===== src/cpu_core_pkg.sv =====
/*
  cpu_core_pkg: constants for the program counter and flags core.
  assumes: a single 100 MHz clock domain and an Avalon-MM register slave.
*/
package cpu_core_pkg;

  // ----------------------------------------------------------------
  // register map (word addresses on a byte-addressed bus)
  // ----------------------------------------------------------------
  localparam logic [7:0] ADDR_IP      = 8'h00;
  localparam logic [7:0] ADDR_FLAGS   = 8'h04;
  localparam logic [7:0] ADDR_ACC     = 8'h08;
  localparam logic [7:0] ADDR_SP      = 8'h0C;
  localparam logic [7:0] ADDR_INDEX   = 8'h10;
  localparam logic [7:0] ADDR_CMD     = 8'h14;
  localparam logic [7:0] ADDR_STATUS  = 8'h18;

  // ----------------------------------------------------------------
  // flag bit positions
  // ----------------------------------------------------------------
  localparam int FLAG_C = 0;
  localparam int FLAG_Z = 1;
  localparam int FLAG_N = 2;
  localparam int FLAG_I = 3;
  localparam int FLAG_H = 4;
  localparam int FLAG_V = 7;
  localparam logic [7:0] FLAGS_ONES   = 8'h60;
  localparam logic [7:0] FLAGS_RESET  = 8'h68;

  // ----------------------------------------------------------------
  // vectors, reset values, opcodes
  // ----------------------------------------------------------------
  localparam logic [15:0] RESET_VEC_ADDR   = 16'hFFFE;
  localparam logic [15:0] BREAK_VEC_ADDR   = 16'hFFFC;
  localparam logic [15:0] MON_BREAK_VEC    = 16'hFEFC;
  localparam logic [15:0] SP_RESET         = 16'h00FF;
  localparam logic [7:0]  OP_SWI           = 8'h83;
  localparam logic [7:0]  OP_ADC_IMM       = 8'hA9;
  localparam logic [7:0]  OP_ADD_IMM       = 8'hAB;
  localparam logic [7:0]  OP_AND_IMM       = 8'hA4;
  localparam logic [7:0]  OP_AIS           = 8'hA7;
  localparam logic [7:0]  OP_AIX           = 8'hAF;
  localparam logic [7:0]  OP_CLI           = 8'h9A;
  localparam logic [7:0]  OP_SEI           = 8'h9B;
  localparam logic [7:0]  OP_RTI           = 8'h80;
  localparam logic [7:0]  OP_WAIT          = 8'h8F;
  localparam logic [7:0]  OP_STOP          = 8'h8E;
  localparam logic [7:0]  OP_JMP           = 8'hCC;
  localparam int          IMM_OP_CYCLES    = 2;

  // ----------------------------------------------------------------
  // timing
  // ----------------------------------------------------------------
  localparam int CLK_PERIOD_NS   = 10;
  localparam int OSC_STAB_NS     = 40960;
  localparam int OSC_STAB_CYCLES = (OSC_STAB_NS + CLK_PERIOD_NS - 1) / CLK_PERIOD_NS;

  // command register bits
  localparam int CMD_EXEC = 8;

  typedef enum logic [2:0] {
    ST_RESET_VEC, ST_IDLE, ST_EXEC2, ST_STACK, ST_VECTOR, ST_HALT, ST_STAB
  } core_state_t;

endpackage : cpu_core_pkg


===== src/cpu_pc_flags_core.sv =====
/*
  cpu_pc_flags_core: program counter, flags register and the small set of
  operations that touch them, driven by software commands.
  assumes: Avalon-MM master on core_clk; memory vectors and operands are
  supplied as inputs; irq/break inputs are synchronous to core_clk or
  asynchronous pins (both synchronised here).
*/
// Added by the designer: the register offsets and the Avalon-MM slave port.
// Summary of operation
// - 16-bit pointer steps by one on every opcode or operand byte fetched.
// - jump and interrupt load the pointer with a target address.
// - reset loads the pointer from the vector held at the top two bytes.
// - flags register is 8 bits; bits 6 and 5 always read as one.
// - overflow flag follows two's complement overflow on adds.
// - half carry is the carry from bit 3 into bit 4 on adds.
// - mask set blocks maskable interrupts; mask clear accepts them.
// - interrupt entry stacks registers, then sets mask and fetches vector in one cycle.
// - interrupt entry never stacks the upper index byte.
// - with mask clear the highest-priority pending request is served first.
// - return from interrupt restores the stacked registers including the mask.
// - any reset sets the mask; the clear-mask, wait and stop ops clear it.
// - negative flag copies bit 7 of the result.
// - zero flag is set exactly when the result is zero.
// - carry flag takes carry out of bit 7 on addition.
// - wait clears mask and halts; interrupt exit keeps mask clear.
// - stop clears mask and halts; restart waits the oscillator delay.
// - break loads the software-interrupt opcode and the break or monitor vector.
// - break starts once the current instruction completes.
// - return from interrupt ends a break once the break request is gone.
// - stack adjust adds a sign-extended immediate, two cycles, flags untouched.
// - index adjust adds a sign-extended immediate, two cycles, flags untouched.
module cpu_pc_flags_core
  import cpu_core_pkg::*;
(
  input  wire logic        core_clk,
  input  wire logic        rst,
  input  wire logic [7:0]  avs_address,
  input  wire logic        avs_read,
  input  wire logic        avs_write,
  input  wire logic [31:0] avs_writedata,
  output logic [31:0]      avs_readdata,
  output logic             avs_waitrequest,
  input  wire logic [15:0] reset_vector,
  input  wire logic [7:0]  irq_pending,
  input  wire logic        break_req,
  input  wire logic        monitor_mode,
  input  wire logic        stop_exit,
  output logic [7:0]       instr_reg,
  output logic             cpu_clk_en,
  output logic             in_break,
  output logic [2:0]       irq_ack_id
);

  // ----------------------------------------------------------------
  // state
  // ----------------------------------------------------------------
  core_state_t  state_reg;
  logic [15:0]  ip_reg;
  logic [7:0]   flags_reg;
  logic [7:0]   acc_reg;
  logic [15:0]  sp_reg;
  logic [15:0]  index_reg;
  logic [7:0]   op_reg;
  logic [7:0]   operand_reg;
  logic [15:0]  target_reg;
  logic [7:0]   saved_flags_reg;
  logic [15:0]  saved_ip_reg;
  logic [15:0]  stab_cnt_reg;
  logic         rd_pend_reg;
  logic [7:0]   irq_s1_reg;
  logic [7:0]   irq_s2_reg;
  logic [1:0]   brk_s_reg;
  logic         stop_s1_reg;
  logic         stop_s2_reg;
  logic         halted_stop_reg;

  // irq, break and wake pins pass two flops before use; monitor_mode is used directly
  always_ff @(posedge core_clk) begin
    if (rst) begin
      irq_s1_reg  <= 8'h00;
      irq_s2_reg  <= 8'h00;
      brk_s_reg   <= 2'h0;
      stop_s1_reg <= 1'b0;
      stop_s2_reg <= 1'b0;
    end else begin
      irq_s1_reg  <= irq_pending;
      irq_s2_reg  <= irq_s1_reg;
      brk_s_reg   <= {brk_s_reg[0], break_req};
      stop_s1_reg <= stop_exit;
      stop_s2_reg <= stop_s1_reg;
    end
  end
  logic brk_sync;
  assign brk_sync = brk_s_reg[1];

  // ----------------------------------------------------------------
  // alu
  // ----------------------------------------------------------------
  logic [8:0] sum;
  logic [4:0] half_sum;
  logic [7:0] and_res;
  logic       cin;
  logic [7:0] alu_flags;
  logic [7:0] alu_res;

  always_comb begin
    cin      = (op_reg == OP_ADC_IMM) ? flags_reg[FLAG_C] : 1'b0;
    sum      = {1'b0, acc_reg} + {1'b0, operand_reg} + {8'h00, cin};
    half_sum = {1'b0, acc_reg[3:0]} + {1'b0, operand_reg[3:0]} + {4'h0, cin};
    and_res  = acc_reg & operand_reg;
    alu_flags = flags_reg | FLAGS_ONES;
    alu_res   = acc_reg;
    if (op_reg == OP_AND_IMM) begin
      alu_res            = and_res;
      alu_flags[FLAG_V]  = 1'b0;
      alu_flags[FLAG_N]  = and_res[7];
      alu_flags[FLAG_Z]  = (and_res == 8'h00);
    end else if (op_reg == OP_ADD_IMM || op_reg == OP_ADC_IMM) begin
      alu_res            = sum[7:0];
      alu_flags[FLAG_V]  = (acc_reg[7] == operand_reg[7]) &&
                           (sum[7] != acc_reg[7]);
      alu_flags[FLAG_H]  = half_sum[4];
      alu_flags[FLAG_N]  = sum[7];
      alu_flags[FLAG_Z]  = (sum[7:0] == 8'h00);
      alu_flags[FLAG_C]  = sum[8];
    end
  end

  // highest priority request is the lowest index
  logic       irq_any;
  logic [2:0] irq_sel;
  always_comb begin
    irq_any = 1'b0;
    irq_sel = 3'h0;
    for (int i = 7; i >= 0; i--) begin
      if (irq_s2_reg[i]) begin
        irq_any = 1'b1;
        irq_sel = 3'(i);
      end
    end
  end

  // ----------------------------------------------------------------
  // avalon slave: writes done in one cycle, reads answer a cycle later
  // ----------------------------------------------------------------
  logic wr_cmd;
  logic wr_ip;
  logic wr_flags;
  logic wr_acc;
  logic wr_sp;
  logic wr_index;
  assign avs_waitrequest = avs_read & ~rd_pend_reg;
  assign wr_cmd   = avs_write && avs_address == ADDR_CMD && state_reg == ST_IDLE &&
                    avs_writedata[CMD_EXEC];
  assign wr_ip    = avs_write && avs_address == ADDR_IP;
  assign wr_flags = avs_write && avs_address == ADDR_FLAGS;
  assign wr_acc   = avs_write && avs_address == ADDR_ACC;
  assign wr_sp    = avs_write && avs_address == ADDR_SP;
  assign wr_index = avs_write && avs_address == ADDR_INDEX;

  always_ff @(posedge core_clk) begin
    if (rst) begin
      rd_pend_reg  <= 1'b0;
      avs_readdata <= 32'h0000_0000;
    end else begin
      rd_pend_reg <= avs_read & ~rd_pend_reg;
      case (avs_address)
        ADDR_IP:     avs_readdata <= {16'h0000, ip_reg};
        ADDR_FLAGS:  avs_readdata <= {24'h000000, flags_reg | FLAGS_ONES};
        ADDR_ACC:    avs_readdata <= {24'h000000, acc_reg};
        ADDR_SP:     avs_readdata <= {16'h0000, sp_reg};
        ADDR_INDEX:  avs_readdata <= {16'h0000, index_reg};
        ADDR_STATUS: avs_readdata <= {24'h000000, in_break, cpu_clk_en, 3'h0, state_reg};
        default:     avs_readdata <= 32'h0000_0000;
      endcase
    end
  end

  // ----------------------------------------------------------------
  // sequencer
  // ----------------------------------------------------------------
  logic take_irq;
  assign take_irq = irq_any && !flags_reg[FLAG_I];

  always_ff @(posedge core_clk) begin
    if (rst) begin
      state_reg       <= ST_RESET_VEC;
      ip_reg          <= 16'h0000;
      flags_reg       <= FLAGS_RESET;
      acc_reg         <= 8'h00;
      sp_reg          <= SP_RESET;
      index_reg       <= 16'h0000;
      op_reg          <= 8'h00;
      operand_reg     <= 8'h00;
      target_reg      <= 16'h0000;
      saved_flags_reg <= FLAGS_RESET;
      saved_ip_reg    <= 16'h0000;
      stab_cnt_reg    <= 16'h0000;
      instr_reg       <= 8'h00;
      in_break        <= 1'b0;
      irq_ack_id      <= 3'h0;
      halted_stop_reg <= 1'b0;
    end else begin
      case (state_reg)
        ST_RESET_VEC: begin
          ip_reg    <= reset_vector;
          state_reg <= ST_IDLE;
        end
        ST_IDLE: begin
          if (brk_sync && !in_break) begin
            instr_reg    <= OP_SWI;
            in_break     <= 1'b1;
            target_reg   <= monitor_mode ? MON_BREAK_VEC : BREAK_VEC_ADDR;
            state_reg    <= ST_STACK;
          end else if (take_irq) begin
            irq_ack_id   <= irq_sel;
            target_reg   <= 16'hFFF0 - {12'h000, irq_sel, 1'b0};
            state_reg    <= ST_STACK;
          end else if (wr_cmd) begin
            op_reg       <= avs_writedata[7:0];
            instr_reg    <= avs_writedata[7:0];
            operand_reg  <= avs_writedata[23:16];
            target_reg   <= avs_writedata[31:16];
            ip_reg       <= ip_reg + 16'h0001;
            state_reg    <= ST_EXEC2;
          end else begin
            if (wr_ip)    ip_reg    <= avs_writedata[15:0];
            if (wr_acc)   acc_reg   <= avs_writedata[7:0];
            if (wr_sp)    sp_reg    <= avs_writedata[15:0];
            if (wr_index) index_reg <= avs_writedata[15:0];
            // software may not clear the mask through a direct write
            if (wr_flags) flags_reg <= (avs_writedata[7:0] & ~(8'h01 << FLAG_I)) |
                                       (flags_reg & (8'h01 << FLAG_I)) | FLAGS_ONES;
          end
        end
        ST_EXEC2: begin
          state_reg <= ST_IDLE;
          case (op_reg)
            OP_ADD_IMM, OP_ADC_IMM, OP_AND_IMM: begin
              ip_reg    <= ip_reg + 16'h0001;
              acc_reg   <= alu_res;
              flags_reg <= alu_flags;
            end
            OP_AIS: begin
              ip_reg <= ip_reg + 16'h0001;
              sp_reg <= sp_reg + {{8{operand_reg[7]}}, operand_reg};
            end
            OP_AIX: begin
              ip_reg    <= ip_reg + 16'h0001;
              index_reg <= index_reg + {{8{operand_reg[7]}}, operand_reg};
            end
            OP_JMP:  ip_reg <= target_reg;
            OP_CLI:  flags_reg[FLAG_I] <= 1'b0;
            OP_SEI:  flags_reg[FLAG_I] <= 1'b1;
            OP_RTI: begin
              flags_reg <= saved_flags_reg | FLAGS_ONES;
              ip_reg    <= saved_ip_reg;
              sp_reg    <= sp_reg + 16'h0003;
              if (!brk_sync) in_break <= 1'b0;
            end
            OP_WAIT, OP_STOP: begin
              flags_reg[FLAG_I] <= 1'b0;
              halted_stop_reg   <= (op_reg == OP_STOP);
              state_reg         <= ST_HALT;
            end
            default: ;
          endcase
        end
        ST_STACK: begin
          // index high byte is deliberately left off the stack
          saved_flags_reg <= flags_reg;
          saved_ip_reg    <= ip_reg;
          sp_reg          <= sp_reg - 16'h0003;
          state_reg       <= ST_VECTOR;
        end
        ST_VECTOR: begin
          flags_reg[FLAG_I] <= 1'b1;
          ip_reg            <= target_reg;
          state_reg         <= ST_IDLE;
        end
        ST_HALT: begin
          // mask stays clear on interrupt exit
          if (halted_stop_reg && stop_s2_reg) begin
            stab_cnt_reg <= 16'(OSC_STAB_CYCLES);
            state_reg    <= ST_STAB;
          end else if (!halted_stop_reg && irq_any) begin
            state_reg    <= ST_IDLE;
          end
        end
        ST_STAB: begin
          if (stab_cnt_reg <= 16'h0001) state_reg <= ST_IDLE;
          else stab_cnt_reg <= stab_cnt_reg - 16'h0001;
        end
        default: state_reg <= ST_IDLE;
      endcase
    end
  end

  assign cpu_clk_en = (state_reg != ST_HALT) && (state_reg != ST_STAB);

endmodule // cpu_pc_flags_core


===== config.mk =====
export PLATFORM = sky130hd
export DESIGN_NAME = cpu_pc_flags_core
export DESIGN_NICKNAME = d
export VERILOG_FILES = /design/src/cpu_core_pkg.sv /design/src/cpu_pc_flags_core.sv
export SDC_FILE = /design/constraint.sdc
export NUM_CORES = 1
export LEC_CHECK = 0
export BUFFER_PORTS_ARGS = -buffer_cell sky130_fd_sc_hd__clkbuf_2
export CORE_ASPECT_RATIO = 1.2
export CORE_UTILIZATION = 40
export DETAILED_ROUTE_END_ITERATION = 8
export PLACE_DENSITY = 0.68
export SLEW_MARGIN = 40
export SYNTH_ARGS = -nofsm -noshare
export SYNTH_HDL_FRONTEND = slang
export SYNTH_SLANG_ARGS = --single-unit

===== constraint.sdc =====
create_clock -name core_clk -period 4.89 [get_ports core_clk]
set_input_delay 0.489 -clock core_clk [delete_from_list [all_inputs] [get_ports core_clk]]
set_output_delay 0.489 -clock core_clk [all_outputs]
set_load 0.01 [all_outputs]

==> flow_summary.yaml <==
critical_path:
  path_class: "reg2reg"
  crit_path_start_kind: "register"
  rrSetupSlack_ns: 0.57
  crit_required_ns: 5.22
  crit_path_end_kind: "register"
  crit_arrival_ns: 4.65
  crit_fanout: 11
  rr_worst_depth: 13
  r2r_start: "op_reg[2]"
  critical_path.reg2reg.endpoint: "sp_reg[13]"
worst_hold_path:
  hold_class: "in2reg"
  whs_path_depth: 2
  whs_endpoint: "irq_s1_reg[0]"
  holdCritStartpoint: "irq_pending[0]"
placement:
  dp_hpwl_um: 28600
  place_congestion: 0.932
  numPortBuffers: 100
  dpl.cell_count: 1850
sta:
  final.setup_skew_ns: 0.0126
  setup_violations: 0
  finalCritPeriodShare_pct: 88.3
  tightest_slew_ns: 0.865
  finalCriticalPeriod_ns: 4.32
  finalHoldViolCount: 0
  rsz0062_at_grt: "false"
  max_freq_mhz: 232
  relSlewSlack_pct: 42.3
  tns_ns: 0
  finalMaxSlewViolations: 0
global_routing:
  antenna_found_initial: 0
  grtUsageTotal_pct: 26.0
  grt_max_degree: 73
  grt_pass1_wl_um: 58400
  grt_pass1_vias: 10400
  grt_overflow: 0
floorplanning:
  io_pins: 117
  die_h_um: 187
  row_count: 67
  dieArea_um2: 29300
  start_util_pct: 40.8
  die_x_um: 156
  core_area_um2: 28000
clock_network:
  clkLatencyLatePin_ns: 0.45
  post-cts-setup-buffer-count: 0
  clk_path_buf_depth: 2
  clkSinkCount: 185
  clkTransAtPathRegs_ns: 0.08
  h-tree-depth: 4
  cts-resized-gates: 0
  cts-root-buf: "clkbuf_16"
  cts_hold_buf: 0
  cts_tree: "done"
  cts_buffers: 17
final_layout:
  layout_common_cells: "dfxtp_1 (185), nand2_1 (180), a21oi_1 (135), nor2_1 (113), clkbuf_2 (99)"
  layoutNonFillerInstCount: 1882
  syn2layout_area_growth_pct: 11.4
  final_nets: 1612
  layout_commonest_cell: "dfxtp_1"
  drive_above_1_share_pct: 12.2
  antenna_cells: 0
routing:
  drtPass1Iterations: 8
  wl_um: 38100
  drc: 0
  dr.first_iter.drc_count: 1156
  via_count: 11500
  routedWlPerCell_um: 20.2
  drt.antenna.violating_nets: 0
  routed_via_density: 6.10
synth:
  syn_inst: 1445
  ys_types: 98
  async_reset_ff_share_pct: 0
  yosys_most_used_dff: "dfxtp_1"
  ys_seq_area_share_pct: 32.4
  postSynthAreaPerCell_um2: 7.91
  synth_edf_count: 0
  ys_warn_count: 0
  syn_area_um2: 11400
  ys_seq_elements: 185
status:
  status: "finished clean"
job:
  drv_cap: 0
pwr:
  p_leak_nw: 4.69
  peakVddDrop_uv: 231
  p_per_area_nw_per_um2: 275
==> worst max-delay path, stage by stage (launching register included) <==
cell,delay [ns]
dfxtp_1,0.41
or4_1,0.63
nor2_2,0.37
nor2_1,0.11
ha_1,0.30
nand2_1,0.10
nor3_1,0.05
o31ai_1,0.31
ha_1,0.35
a2111o_1,0.49
o21ai_0,0.45
a21oi_1,0.17
xor2_1,0.17
o311a_1,0.28
==> report_power, final <==
part	switching (mW)	internal [mW]	total [mW]	leakage, nW
Clock	0.682	0.686	1.37	0.287
Sequential	0.0682	1.56	1.62	1.50
Combinational	0.325	0.187	0.512	2.90
Total	1.08	2.43	3.50	4.69
==> per-stage QoR <==
| step | total power, mW | hold WS, ns | instance area [um2] | setup slack, ns | utilization (%) |
|---|---|---|---|---|---|
| 2_1_floorplan | 1.99 | 0.414 | 11500 | 1.06 | - |
| 3_3_place_gp | 2.15 | 0.418 | 12100 | 0.795 | 43.3 |
| 3_5_place_dp | 2.16 | 0.420 | 12100 | 0.707 | 43.4 |
| 4_1_cts | 3.51 | 0.235 | 12700 | 0.674 | 45.5 |
| 5_1_grt | 3.64 | 0.243 | 12700 | 0.339 | 45.5 |
| 6_report | 3.50 | 0.245 | 12700 | 0.571 | 45.5 |
==> cells in the mapped netlist (17+ instances only) <==
cell	instances	share of area, %
nand3_1	52	2.3
inv_1	27	0.89
a22oi_1	18	1.2
dfxtp_1	185	32
nor3_1	31	1.4
nor2b_1	40	2.2
a211oi_1	20	1.3
a21oi_1	135	5.9
xnor2_1	21	1.6
nand2_1	180	5.9
buf_4	17	1.1
a31oi_1	26	1.4
clkbuf_1	68	2.2
ha_1	47	5.1
xor2_1	21	1.6
and3_1	22	1.2
o21ai_1	19	0.83
nor2_1	115	3.8
o21ai_0	64	2.8
mux2i_1	17	1.5
==> cell type report <==
class / instances / area, um2
fill: 2833 / 15300
multi-input combinational: 1141 / 7240
sequential: 185 / 3700
timing repair buffer: 116 / 623
tap: 379 / 474
clock buffer: 18 / 429
clock inverter: 14 / 154
inverter: 29 / 109
==> worst max path at each step <==
stage          startpoint    endpoint  slack, ns  cells past startpoint
2_1_floorplan   op_reg[4]  sp_reg[13]       1.06                     15
4_1_cts         op_reg[2]  sp_reg[13]       0.67                     13
3_5_place_dp    op_reg[2]  sp_reg[15]       0.71                     13
3_3_place_gp    op_reg[2]  sp_reg[13]       0.80                     13
6_report        op_reg[2]  sp_reg[13]       0.57                     13
5_1_grt         op_reg[2]  sp_reg[15]       0.34                     13
==> cell families (layout without fill, tap and decap cells) <==
kind of cell             Yosys count  count (layout)  share of synthesized area, %
buffers and inverters            134             177                          5.13
multiplexers                      19              19                          1.69
AO/OA/AOI/OAI                    460             460                          27.2
AND/OR/NAND/NOR                  553             553                          24.4
other                              1              16                        0.0328
flip-flops                       185             185                          32.4
adder cells (fa/ha/maj)           51              51                          5.85
XOR/XNOR                          42              42                          3.22
==> layer usage <==
metal  vias to the layer above  track usage (%)  routed length (um)
met4                         0             18.1                2540
met3                       123             4.54                2900
met5                         -                0                   0
li1                       5435                -                   -
met2                       540             39.7               16800
met1                      5391             33.1               15900
No activity file was read; power rests on OpenSTA's default activity.
